### src/hdl/sdcs_cfg.svh
// Constants of the serial driver control and status block
`ifndef SDCS_CFG_SVH
`define SDCS_CFG_SVH
`define SDCS_WORD_W 16
`define SDCS_CHAN_N 12
`define SDCS_CTRL_RESET 16'he000
`define SDCS_BIT_CLEAR 0
`define SDCS_BIT_CHAN_LO 1
`define SDCS_BIT_CHAN_HI 12
`define SDCS_BIT_OPEN_N 13
`define SDCS_BIT_DELAY 14
`define SDCS_BIT_SOFT_INH 15
`define SDCS_BIT_WARN 0
`define SDCS_BIT_SHORT 13
`define SDCS_BIT_STANDBY 14
`define SDCS_BIT_SUPPLY 15
`define SDCS_CLK_PERIOD_NS 40
`define SDCS_T_SHORT_LONG_US 100000
`define SDCS_T_SHORT_SHORT_US 12500
`define SDCS_T_OV_LONG_US 15000
`define SDCS_T_OV_SHORT_US 3500
`define SDCS_T_UV_US 10000
`define SDCS_FIFO_DEPTH 32
`endif

### src/hdl/sdcs_pkg.sv
// Types of the serial driver control and status block
`default_nettype none
package sdcs_pkg;
  typedef enum logic [0:0] {
    SDCS_LINK_IDLE = 1'b0,
    SDCS_LINK_FRAME = 1'b1
  } sdcs_link_t;
endpackage
`default_nettype wire

### src/hdl/sdcs_fifo.sv
// Word FIFO with valid and ready on both sides
`timescale 1ns/100ps
`default_nettype none
module sdcs_fifo #(
  parameter int WIDTH = 16,
  parameter int DEPTH = 32
) (
  // Clock
  input wire logic ref_clk,
  input wire logic reset_n,
  input wire logic clk_en,
  // Fill side
  input wire logic in_valid,
  output logic in_ready,
  input wire logic [WIDTH-1:0] in_data,
  // Drain side
  output logic out_valid_q,
  input wire logic out_ready,
  output logic [WIDTH-1:0] out_data
);
  localparam int AW = $clog2(DEPTH);
  logic [AW-1:0] wr_ptr_q;
  logic [AW-1:0] rd_ptr_q;
  logic [AW:0] count_q;
  logic push;
  logic pop;

  if (DEPTH < 2 || (1 << AW) != DEPTH)
    $error("sdcs_fifo depth must be a power of two of at least 2");

  // Words in memory only; the output register is one extra stage
  assign in_ready = (count_q != (AW+1)'(DEPTH));
  assign push = in_valid && in_ready;
  assign pop = (count_q != '0) && (!out_valid_q || out_ready);

  always_ff @(posedge ref_clk or negedge reset_n)
    if (!reset_n)
    begin
      wr_ptr_q <= '0;
      rd_ptr_q <= '0;
      count_q <= '0;
      out_valid_q <= 1'b0;
    end
    else if (clk_en)
    begin
      if (push)
        wr_ptr_q <= wr_ptr_q + 1'b1;
      if (pop)
        rd_ptr_q <= rd_ptr_q + 1'b1;
      count_q <= count_q + (AW+1)'(push) - (AW+1)'(pop);
      if (pop)
        out_valid_q <= 1'b1;
      else if (out_ready)
        out_valid_q <= 1'b0;
    end

  sdcs_mem #(.WIDTH(WIDTH), .DEPTH(DEPTH), .AW(AW)) u_mem (
    .ref_clk(ref_clk),
    .reset_n(reset_n),
    .clk_en(clk_en),
    .wr_en(push),
    .wr_addr(wr_ptr_q),
    .wr_data(in_data),
    .rd_en(pop),
    .rd_addr(rd_ptr_q),
    .rd_data_q(out_data)
  );
endmodule
`default_nettype wire

### src/hdl/sdcs_mem.sv
// Word memory with registered read data
`timescale 1ns/100ps
`default_nettype none
module sdcs_mem #(
  parameter int WIDTH = 16,
  parameter int DEPTH = 32,
  parameter int AW = $clog2(DEPTH)
) (
  // Clock
  input wire logic ref_clk,
  input wire logic reset_n,
  input wire logic clk_en,
  // Write port
  input wire logic wr_en,
  input wire logic [AW-1:0] wr_addr,
  input wire logic [WIDTH-1:0] wr_data,
  // Read port
  input wire logic rd_en,
  input wire logic [AW-1:0] rd_addr,
  output logic [WIDTH-1:0] rd_data_q
);
  logic [WIDTH-1:0] mem_q [DEPTH];

  always_ff @(posedge ref_clk)
    if (clk_en && wr_en)
      mem_q[wr_addr] <= wr_data;

  always_ff @(posedge ref_clk or negedge reset_n)
    if (!reset_n)
      rd_data_q <= '0;
    else if (clk_en && rd_en)
      rd_data_q <= mem_q[rd_addr];
endmodule
`default_nettype wire

### src/hdl/sdcs_top.sv
// Serial control and status logic of the twelve-channel load driver
`timescale 1ns/100ps
`default_nettype none
`include "sdcs_cfg.svh"
module sdcs_top
  import sdcs_pkg::*;
#(
  parameter int CNT_W = 22,
  parameter int SHORT_LONG_CYC = `SDCS_T_SHORT_LONG_US * 1000 / `SDCS_CLK_PERIOD_NS,
  parameter int SHORT_SHORT_CYC = `SDCS_T_SHORT_SHORT_US * 1000 / `SDCS_CLK_PERIOD_NS,
  parameter int OV_LONG_CYC = `SDCS_T_OV_LONG_US * 1000 / `SDCS_CLK_PERIOD_NS,
  parameter int OV_SHORT_CYC = `SDCS_T_OV_SHORT_US * 1000 / `SDCS_CLK_PERIOD_NS,
  parameter int UV_CYC = `SDCS_T_UV_US * 1000 / `SDCS_CLK_PERIOD_NS,
  parameter int FIFO_DEPTH = `SDCS_FIFO_DEPTH
) (
  // Clock and reset
  input wire logic ref_clk,
  input wire logic reset_n,
  input wire logic clk_en,
  // Serial link from the host
  input wire logic chip_select_n,
  input wire logic shift_clock,
  input wire logic serial_in,
  output logic serial_out,
  output logic serial_out_oe,
  // Condition inputs from the analog side
  input wire logic standby_pin_n,
  input wire logic supply_over,
  input wire logic supply_under,
  input wire logic temp_warn_set,
  input wire logic temp_warn_reset,
  input wire logic temp_shutdown,
  input wire logic [`SDCS_CHAN_N-1:0] short_detect,
  input wire logic [`SDCS_CHAN_N-1:0] open_load_detect,
  // Output stage control
  output logic [`SDCS_CHAN_N-1:0] switch_on,
  output logic [`SDCS_CHAN_N-1:0] open_load_current_en,
  output logic standby_state
);
  localparam int W = `SDCS_WORD_W;
  localparam int N = `SDCS_CHAN_N;
  localparam int CW = $clog2(W + 1);

  if (CNT_W < 2 || CNT_W > 31)
    $error("sdcs_top counter width out of range");
  if (SHORT_LONG_CYC < 1 || SHORT_LONG_CYC >= (1 << CNT_W) || SHORT_SHORT_CYC < 1)
    $error("sdcs_top short delay does not fit the counter");
  if (OV_LONG_CYC < 1 || OV_LONG_CYC >= (1 << CNT_W) || OV_SHORT_CYC < 1)
    $error("sdcs_top overvoltage delay does not fit the counter");
  if (UV_CYC < 1 || UV_CYC >= (1 << CNT_W))
    $error("sdcs_top undervoltage delay does not fit the counter");

  // Picks the long or the short delay from the delay select bit
  function automatic logic [CNT_W-1:0] pick_delay(input logic sel, input int long_cyc, input int short_cyc);
    pick_delay = sel ? CNT_W'(long_cyc) : CNT_W'(short_cyc);
  endfunction

  // Two-stage synchronisers; link stage 3 is only for edge finding
  logic [2:0] cs_sync_q;
  logic [2:0] sck_sync_q;
  logic [1:0] din_sync_q;
  logic [1:0] pin_sync_q;
  logic [1:0] over_sync_q;
  logic [1:0] under_sync_q;
  logic [1:0] wset_sync_q;
  logic [1:0] wrst_sync_q;
  logic [1:0] tsd_sync_q;
  logic [N-1:0] short_s1_q;
  logic [N-1:0] short_s2_q;
  logic [N-1:0] open_s1_q;
  logic [N-1:0] open_s2_q;

  always_ff @(posedge ref_clk or negedge reset_n)
    if (!reset_n)
    begin
      cs_sync_q <= 3'h7;
      sck_sync_q <= 3'h0;
      din_sync_q <= 2'h0;
      pin_sync_q <= 2'h0;
      over_sync_q <= 2'h0;
      under_sync_q <= 2'h0;
      wset_sync_q <= 2'h0;
      wrst_sync_q <= 2'h0;
      tsd_sync_q <= 2'h0;
      short_s1_q <= '0;
      short_s2_q <= '0;
      open_s1_q <= '0;
      open_s2_q <= '0;
    end
    else if (clk_en)
    begin
      cs_sync_q <= {cs_sync_q[1:0], chip_select_n};
      sck_sync_q <= {sck_sync_q[1:0], shift_clock};
      din_sync_q <= {din_sync_q[0], serial_in};
      pin_sync_q <= {pin_sync_q[0], standby_pin_n};
      over_sync_q <= {over_sync_q[0], supply_over};
      under_sync_q <= {under_sync_q[0], supply_under};
      wset_sync_q <= {wset_sync_q[0], temp_warn_set};
      wrst_sync_q <= {wrst_sync_q[0], temp_warn_reset};
      tsd_sync_q <= {tsd_sync_q[0], temp_shutdown};
      short_s1_q <= short_detect;
      short_s2_q <= short_s1_q;
      open_s1_q <= open_load_detect;
      open_s2_q <= open_s1_q;
    end

  logic cs_fall;
  logic cs_rise;
  logic sck_fall;
  logic sck_rise;
  logic over_s;
  logic under_s;
  assign cs_fall = cs_sync_q[2] && !cs_sync_q[1];
  assign cs_rise = !cs_sync_q[2] && cs_sync_q[1];
  assign sck_fall = sck_sync_q[2] && !sck_sync_q[1];
  assign sck_rise = !sck_sync_q[2] && sck_sync_q[1];
  assign over_s = over_sync_q[1];
  assign under_s = under_sync_q[1];

  // Control register and the state the faults keep
  logic [W-1:0] ctrl_q;
  logic clear_q;
  logic warn_q;
  logic tsd_q;
  logic supply_flag_q;
  logic supply_off_q;
  logic [N-1:0] short_off_q;
  logic [W-1:0] status;
  logic standby;
  logic outputs_blocked;

  // Link frame: shift in, shift out, hand full words to the FIFO
  sdcs_link_t link_q;
  logic [W-1:0] rx_q;
  logic [W-1:0] tx_q;
  logic [CW-1:0] bits_q;
  logic fresh_q;
  logic fifo_in_valid;
  logic fifo_in_ready;
  logic fifo_out_valid;
  logic [W-1:0] fifo_out_data;

  // A word is offered only if all sixteen bits came in
  assign fifo_in_valid = (link_q == SDCS_LINK_FRAME) && cs_rise && (bits_q >= CW'(W));

  always_ff @(posedge ref_clk or negedge reset_n)
    if (!reset_n)
    begin
      link_q <= SDCS_LINK_IDLE;
      rx_q <= '0;
      tx_q <= '0;
      bits_q <= '0;
      fresh_q <= 1'b0;
      serial_out <= 1'b0;
      serial_out_oe <= 1'b0;
    end
    else if (clk_en)
    begin
      unique case (link_q)
        SDCS_LINK_IDLE:
        begin
          serial_out_oe <= 1'b0;
          if (cs_fall)
          begin
            link_q <= SDCS_LINK_FRAME;
            bits_q <= '0;
            fresh_q <= 1'b0;
            tx_q <= status;
            serial_out <= status[`SDCS_BIT_WARN];
            serial_out_oe <= 1'b1;
          end
        end
        SDCS_LINK_FRAME:
        begin
          if (cs_rise)
          begin
            link_q <= SDCS_LINK_IDLE;
            serial_out_oe <= 1'b0;
          end
          else
          begin
            if (sck_fall)
            begin
              rx_q <= {din_sync_q[1], rx_q[W-1:1]};
              if (bits_q != CW'(W))
                bits_q <= bits_q + 1'b1;
              fresh_q <= 1'b1;
            end
            // No rise shifts before the first sample, so bit 0 holds until then
            if (sck_rise && fresh_q)
            begin
              tx_q <= {rx_q[W-1], tx_q[W-1:1]};
              serial_out <= tx_q[1];
              fresh_q <= 1'b0;
            end
          end
        end
      endcase
    end

  // Words queue between the link and the control register
  logic apply;
  sdcs_fifo #(.WIDTH(W), .DEPTH(FIFO_DEPTH)) u_fifo (
    .ref_clk(ref_clk),
    .reset_n(reset_n),
    .clk_en(clk_en),
    .in_valid(fifo_in_valid),
    .in_ready(fifo_in_ready),
    .in_data(rx_q),
    .out_valid_q(fifo_out_valid),
    .out_ready(!clear_q),
    .out_data(fifo_out_data)
  );
  assign apply = fifo_out_valid && !clear_q;

  // A word with the clear bit holds off the next word one cycle so the clear finishes first
  always_ff @(posedge ref_clk or negedge reset_n)
    if (!reset_n)
    begin
      ctrl_q <= `SDCS_CTRL_RESET;
      clear_q <= 1'b0;
    end
    else if (clk_en)
    begin
      clear_q <= 1'b0;
      if (apply)
      begin
        ctrl_q <= fifo_out_data;
        clear_q <= fifo_out_data[`SDCS_BIT_CLEAR];
      end
    end

  // Temperature prewarning and shutdown
  always_ff @(posedge ref_clk or negedge reset_n)
    if (!reset_n)
    begin
      warn_q <= 1'b0;
      tsd_q <= 1'b0;
    end
    else if (clk_en)
    begin
      if (wset_sync_q[1])
        warn_q <= 1'b1;
      else if (wrst_sync_q[1])
        warn_q <= 1'b0;
      // Shutdown ends only once cool and cleared; a live shutdown beats the clear
      if (tsd_sync_q[1])
        tsd_q <= 1'b1;
      else if (clear_q)
        tsd_q <= 1'b0;
    end

  // Supply fault timer
  logic [CNT_W-1:0] sup_cnt_q;
  logic [CNT_W-1:0] ov_limit;
  logic sup_expired;
  assign ov_limit = pick_delay(ctrl_q[`SDCS_BIT_DELAY], OV_LONG_CYC, OV_SHORT_CYC);
  assign sup_expired = (over_s && sup_cnt_q >= ov_limit) || (under_s && sup_cnt_q >= CNT_W'(UV_CYC));

  always_ff @(posedge ref_clk or negedge reset_n)
    if (!reset_n)
    begin
      sup_cnt_q <= '0;
      supply_off_q <= 1'b0;
      supply_flag_q <= 1'b0;
    end
    else if (clk_en)
    begin
      if (!over_s && !under_s)
      begin
        sup_cnt_q <= '0;
        supply_off_q <= 1'b0;
      end
      else if (sup_expired)
        supply_off_q <= 1'b1;
      else
        sup_cnt_q <= sup_cnt_q + 1'b1;
      if (sup_expired)
        supply_flag_q <= 1'b1;
      else if (clear_q)
        supply_flag_q <= 1'b0;
    end

  // Per-channel short timers
  logic [CNT_W-1:0] short_limit;
  assign short_limit = pick_delay(ctrl_q[`SDCS_BIT_DELAY], SHORT_LONG_CYC, SHORT_SHORT_CYC);

  for (genvar i = 0; i < N; i++)
  begin : g_short
    logic [CNT_W-1:0] cnt_q;
    logic trip;
    // A short counts only while its stage is actually driven
    assign trip = short_s2_q[i] && switch_on[i] && (warn_q || cnt_q >= short_limit);

    always_ff @(posedge ref_clk or negedge reset_n)
      if (!reset_n)
      begin
        cnt_q <= '0;
        short_off_q[i] <= 1'b0;
      end
      else if (clk_en)
      begin
        if (short_s2_q[i] && switch_on[i])
          cnt_q <= (cnt_q >= short_limit) ? cnt_q : cnt_q + 1'b1;
        else
          cnt_q <= '0;
        if (trip)
          short_off_q[i] <= 1'b1;
        else if (clear_q)
          short_off_q[i] <= 1'b0;
      end
  end

  // Inhibit, output enables and status word
  logic [N-1:0] chan_req;
  logic open_check;
  assign chan_req = ctrl_q[`SDCS_BIT_CHAN_HI:`SDCS_BIT_CHAN_LO];
  assign open_check = !ctrl_q[`SDCS_BIT_OPEN_N];
  assign standby = !ctrl_q[`SDCS_BIT_SOFT_INH] || !pin_sync_q[1];
  assign outputs_blocked = standby || supply_off_q || tsd_q;

  always_ff @(posedge ref_clk or negedge reset_n)
    if (!reset_n)
    begin
      switch_on <= '0;
      open_load_current_en <= '0;
      standby_state <= 1'b0;
    end
    else if (clk_en)
    begin
      switch_on <= outputs_blocked ? '0 : (chan_req & ~short_off_q);
      open_load_current_en <= open_check ? ~chan_req : '0;
      standby_state <= standby;
    end

  always_comb
  begin
    status = '0;
    status[`SDCS_BIT_WARN] = warn_q;
    // A good load can only be judged while its stage is off
    status[`SDCS_BIT_CHAN_HI:`SDCS_BIT_CHAN_LO] = open_check ? (open_s2_q & ~chan_req) : switch_on;
    status[`SDCS_BIT_SHORT] = |short_off_q;
    status[`SDCS_BIT_STANDBY] = standby;
    status[`SDCS_BIT_SUPPLY] = supply_flag_q;
    if (tsd_q)
      status = '1;
  end

  // A full FIFO refuses the frame; the word is lost and the host must resend
  logic unused_ready;
  assign unused_ready = fifo_in_ready;
endmodule
`default_nettype wire
### config.mk
export PLATFORM = sky130hd
export DESIGN_NAME = sdcs_top
export DESIGN_NICKNAME = d
export VERILOG_FILES = /design/src/hdl/sdcs_pkg.sv /design/src/hdl/sdcs_fifo.sv /design/src/hdl/sdcs_mem.sv /design/src/hdl/sdcs_top.sv
export VERILOG_INCLUDE_DIRS = /design/src /design/src/hdl
export SDC_FILE = /design/constraint.sdc
export NUM_CORES = 2
export LEC_CHECK = 0
export BUFFER_PORTS_ARGS = -buffer_cell sky130_fd_sc_hd__buf_2
export CORE_UTILIZATION = 35
export CTS_CLUSTER_DIAMETER = 150
export DETAILED_ROUTE_END_ITERATION = 8
export PLACE_DENSITY = 0.6
export SLEW_MARGIN = 20
export SYNTH_ARGS = -nofsm -noshare
export SYNTH_HDL_FRONTEND = slang
export SYNTH_SLANG_ARGS = --single-unit
### constraint.sdc
create_clock -name ref_clk -period 6.1 [get_ports ref_clk]
set_input_delay 0.305 -clock ref_clk [delete_from_list [all_inputs] [get_ports ref_clk]]
set_output_delay 0.305 -clock ref_clk [all_outputs]
set_load 0.005 [all_outputs]
=== Word-level counts from Yosys, hierarchy flattened ===
Memory sizes are Yosys's and may differ from the RTL's. A register that Yosys moved wholly into a read port is not among the register bits.
Index checks and enable logic that the tools add are counted.

* Flip-flop bits (word level): 470
* Memory bits (writable): 512
* Output and inout bits: 27
* Word-level logic and storage cells: 323
* Memories kept: 1

{| class="wikitable"
|+ Memory list
! memory !! depth !! width !! rd ports !! clocked after memory_dff !! wr ports !! line !! RTL
|-
| u_fifo.u_mem.mem_q || 32 || 16 || 1 || 1 || 1 || sdcs_mem.sv:22 || <nowiki>logic [WIDTH-1:0] mem_q [DEPTH];</nowiki>
|}

* Add/subtract/negate cells: 18
* Order comparisons: 15
* Equal/unequal tests: 23
* Multiplexer cells: 79
* Bitwise operators: 6
* Reductions and logical operators: 123

{| class="wikitable"
|+ Operator list
! cell !! number
|-
| two-way mux 22 bit || 27
|-
| adder 22 x 1 -> 22 bit (second input constant) || 13
|-
| >= comparator 22 bit || 12
|-
| AND reduction 2 bit || 34
|-
| two-way mux 16 bit || 4
|-
| logical AND 1 bit || 39
|-
| two-way mux 12 bit || 3
|-
| two-way mux 1 bit || 34
|-
| inequality test 2 bit (second input constant) || 16
|-
| case mux 16 bit (2 select lines) || 1
|-
| nonzero test 2 bit || 16
|-
| bitwise AND 12 bit || 2
|-
| inverter 12 bit || 2
|-
| >= comparator 22 x 18 -> 1 bit (second input constant) || 1
|-
| >= comparator 22 x 19 -> 1 bit || 1
|-
| two-way mux 5 bit || 4
|-
| two-way mux 19 bit || 1
|-
| logical OR 1 bit || 17
|-
| adder 5 x 1 -> 5 bit (second input constant) || 3
|-
| AND reduction 4 bit || 3
|-
| OR reduction 12 bit || 1
|-
| logical NOT 1 bit || 11
|-
| case mux 5 bit (2 select lines) || 1
|-
| inequality test 2 x 1 -> 1 bit (second input constant) || 4
|-
| other kinds (10) || 14
|}

=== Logic depth before layout (Yosys ltp) ===
* Depth after elaboration: 8
* Mapped depth: 15

=== By module ===
Synthesis repeated with hierarchy kept, for this count alone.

* Cell total of the unflattened synthesis: 3897
* Area, all modules: 46966.3 um^2

{| class="wikitable"
|+ By module, submodules not included
! module !! instances !! cells each !! area each (um^2) !! seq. area each (um^2)
|-
| sdcs_top || 1 || 2680 || 25184.2 || 11293.3
|-
| sdcs_mem || 1 || 1115 || 20723.6 || 15775.1
|-
| sdcs_fifo || 1 || 102 || 1058.5 || 425.4
|}

=== Worst setup path after synthesis ===
OpenSTA, ideal clock, no wires.

* Path kind: reg-to-reg
* Start: register ctrl_q[14]
* End: register g_short[9].cnt_q[11]
* Library setup time: 0.087 ns
* Data arrival time: 4.228 ns
* Setup slack: 1.785 ns
* Cell stages (with the launch flop): 10
* Path buffers: 0
* Clock period less this slack: 4.315 ns
* Cell sequence: dfstp_2 inv_1 ha_1 nand4_1 a31oi_1 or3_1 a221o_1 or3_4 or4_1 o211ai_1

* Word-level cells in the longest chain between the ends: 4

{| class="wikitable"
|+ RTL lines
! item !! line !! RTL
|-
| from (decl) || sdcs_top.sv:121 || <nowiki>logic [W-1:0] ctrl_q;</nowiki>
|-
| from (signal assigned) || sdcs_top.sv:220 || <nowiki>ctrl_q <= `SDCS_CTRL_RESET;</nowiki>
|-
| from (signal assigned) || sdcs_top.sv:228 || <nowiki>ctrl_q <= fifo_out_data;</nowiki>
|-
| two-way mux 22 bit || sdcs_top.sv:55 || <nowiki>pick_delay = sel ? CNT_W'(long_cyc) : CNT_W'(short_cyc);</nowiki>
|-
| >= comparator 22 bit || sdcs_top.sv:304 || <nowiki>cnt_q <= (cnt_q >= short_limit) ? cnt_q : cnt_q + 1'b1;</nowiki>
|-
| inequality test 2 bit (no line) || -- ||
|-
| AND reduction 2 bit (no line) || -- ||
|-
| to (signal assigned) || sdcs_top.sv:304 ||
|-
| to (decl) || sdcs_top.sv:290 || <nowiki>logic [CNT_W-1:0] cnt_q;</nowiki>
|}

Every way passes these cells.
A chain may end at the register's enable or synchronous reset.

=== Worst setup path in the final report ===
* Start: register ctrl_q[14]
* End: register g_short[7].cnt_q[8]

* Word-level cells in the longest chain between the ends: 4

{| class="wikitable"
|+ RTL lines
! item !! line
|-
| two-way mux 22 bit || sdcs_top.sv:55
|-
| >= comparator 22 bit || sdcs_top.sv:304
|-
| inequality test 2 bit (no line) || --
|-
| AND reduction 2 bit (no line) || --
|-
| to (signal assigned) || sdcs_top.sv:304
|-
| to (decl) || sdcs_top.sv:290
|}

Every way passes these cells.

==> qor.txt <==
GR peak layer: met2
synthesized flop and latch total: 996
share of cells above drive strength 1: 16.6%
GP Congestion: 0.831
Comb power frac: 18.4%
initial cell density of the core: 35.5%
most common cell in the netlist: edfxtp_1
flop-to-flop setup slack: 2.14 ns
maximum capacitance violations: 0
outcome: completed
R2R depth: 10
Synth async-reset ratio: 48.6%
Tmin final: 3.96 ns
launch point of the worst path: ctrl_q[14]
sequential power share: 45.3%
Vias/cell: 5.38
clock share of power: 36.3%
met3 Use GR: 2.50%
Setup TNS: 0 ns
post-synth top area cell: edfxtp_1
relative slew slack: 27.0%
GRT Total Usage: 16.4%
Clock H-tree levels: 3
worst r2r src: ctrl_q[14]
die area: 133,000 sq um
Setup CP Type: register to register
top cells by count, synth: 512 x edfxtp_1, 478 x dfrtp_1, 303 x nand2_1, 279 x nor2_1, 209 x o21ai_0
DRC viols: 0
DR vias: 29,900
data required time of the worst path: 6.76 ns
total leakage power: 19.8 nW
CTS tree: built
Worst R2R End: g_short[7].cnt_q[8]
die height: 365 um
first-pass GRT wire length: 172 mm
Pint: 12.9 mW
Seq/Total Area, Yosys: 59.5%
VDD IR max: 0.284 mV
EDFF count, synth: 512
total nets after synthesis: 3,792
Hold Path Class: input port to async pin
Max clock buf depth: 3
fin area: 52,800 sq um
most used flip-flop cell after synthesis: edfxtp_1
Max Freq: 252 MHz
Seq. cell area: 27,500 sq um
I/O pin count: 63
GRT Residual Overflow: 0
CP arrival: 4.62 ns
Detail Placement HPWL: 67.0 mm
core footprint: 130,000 sq um
Setup violations, final: 0
wire length per cell: 19.6 um
buffers added on ports: 62
number of antenna repair diodes: 0
Die X: 365 um
vias in the first global route: 29,200
met2 global-route usage: 25.9%
CP Max Fanout: 45
final hold vios: 0
Design Power: 18.1 mW
Syn Area/Cell: 12.8 sq um
initial antenna violation count: 2
TritonRoute pass-1 iters: 5
drt total wl: 109 mm
crit path capture: g_short[7].cnt_q[8]
total CTS buffers: 105
area share of the largest cell type after synthesis: 33.3%
Placed Area: 48,800 sq um
Netlist Area Pre-Place: 46,200 sq um
Worst-Margin Slew: 1.09 ns
Clock Skews: 0.0437 ns
GR Util met1: 23.5%
largest cells by area after synthesis: edfxtp_1 33%, dfrtp_1 26%, mux4_2 7.8%, ha_1 4.0%, nand2_1 2.5%
Setup Buffers After CTS: 0
nets: 3,909
initial drt markers: 2,422
row count: 132
final worst-path cycle share: 64.9%
Gate Count Post-Synth: 3,608
Worst Setup End Kind: register
remaining antenna violation count: 0
switching power: 5.20 mW
yosys warns: 0
RSZ-0062 raised after global routing: false
Multi-input gate area: 17,800 sq um
CTS Root Cell: clkbuf_16
PwrDens: 343 nW/um^2
Max Slew Vio Count: 0
Area growth, synth to finish: 14.2%
fill cell count: 12,200
clk sinks: 996
CP Launch Type: register
Yosys cell types: 80
clock-pin slew on the worst setup and hold paths: 0.06 ns
switch share: 28.7%
largest net degree at the start of global routing: 152
clk_lat worst skew: 0.73 ns
[sequential cells by signal (all words and copies together) (netlist names), 3 cells and up]
signal	flops
u_fifo.u_mem.mem_q	512
open_s1_q	12
u_fifo.count_q	6
bits_q	5
open_s2_q	12
ctrl_q	15
short_s2_q	12
sck_sync_q	3
u_fifo.rd_ptr_q	5
u_fifo.u_mem.rd_data_q	16
sup_cnt_q	22
switch_on	12
short_off_q	12
open_load_current_en	12
short_s1_q	12
tx_q	16
rx_q	16
g_short.cnt_q	264
cs_sync_q	3
u_fifo.wr_ptr_q	5
[cell families after synthesis]
group | share of synthesized area (%)
AOI/OAI and AO/OA | 7.98
xor gates and xnor gates | 2.54
adders and majority gates | 4.05
buffers and inverters | 2.26
DFF | 59.5
muxes | 10.6
and+or+nand+nor | 13.0
[cells in the final DEF (no fill, tap or decap), types with 29 or more instances in the layout]
master         Yosys  final
and3_1            56     56
o31ai_1           32     32
nand2_1          303    303
mux4_2           160    160
mux2_2            94     94
or3_1             60     60
dfrtp_1          478    470
xnor2_1          100    100
a22o_1            30     30
nor2_2             1     33
buf_4              0     62
nor3_1            79     78
dlygate4sd3_1      0     34
o21ai_0          209    208
edfxtp_1         512    512
nand3_1          131    131
ha_1             147    147
nand4_1           75     75
xor2_1            34     34
inv_1            119    117
a21oi_1          110    109
or4_1             29     29
buf_2              9     60
clkbuf_16          0    105
nor4_1            56     56
nand2b_1          29     29
nor2_1           279    247
[power groups by stage]
stage               clock network, mW  logic [mW]  registers, mW
detailed placement                  0        3.35           8.33
global route                     6.99        3.67           8.28
global placement                    0        3.30           8.32
CTS                              6.74        3.39           8.21
floorplan                           0        2.48           7.90
finish                           6.56        3.32           8.20
[worst max-delay path, cell delays in order, from the launching register on]
cell and delay, ns:
dfstp_2 0.54, clkinv_2 0.42, buf_12 0.41, ha_1 0.34, a311o_1 0.35, a211o_1 0.29, nand2_1 0.08, a31oi_2 0.32
or4b_1 0.63, or4_1 0.42, nand3_1 0.09
[layout make-up]
cell class                 count  share of cell area [%]
sequential                   996                    52.1
clock inverter                47                    1.13
timing repair buffer         166                    2.44
multi-input combinational   2337                    33.6
tap                         1742                    4.13
inverter                     119                   0.854
clock buffer                 149                    5.65
[timing repair]
action / CTS / global route
gates resized for setup: 0 / 0
hold buffers: 34 / 0
hold endpoints to repair: 94 / 0
[stage by stage]
step	std cells	setup WS (ns)	utilization, %	hold slack, ns
after floorplan	3608	1.79	-	0.00941
after CTS	5555	2.10	40.5	0.0905
after detailed placement	5325	2.09	37.5	0.303
final	5556	2.14	40.5	0.116
after global placement	5324	2.18	37.5	0.304
after global routing	5556	1.97	40.5	0.152
[worst min path at each step]
stage / start / depth (start not counted) / slack (ns) / to
final: reset_n / 2 / 0.12 / g_short[10].cnt_q[12]
after global routing: reset_n / 2 / 0.15 / g_short[10].cnt_q[12]
after CTS: reset_n / 2 / 0.09 / g_short[10].cnt_q[12]
after detailed placement: reset_n / 1 / 0.30 / g_short[10].cnt_q[13]
after global placement: reset_n / 1 / 0.30 / g_short[10].cnt_q[13]
after floorplan: reset_n / 0 / 0.009 / bits_q[0]
[per-layer routing]
metal  share of wire (%)  up-vias
met5                   0        -
met4                 2.0        0
met3                 4.8      136
met2                  46      620
met1                  47    15300
li1                    -    13900
Power figures use the tool's default switching activity.
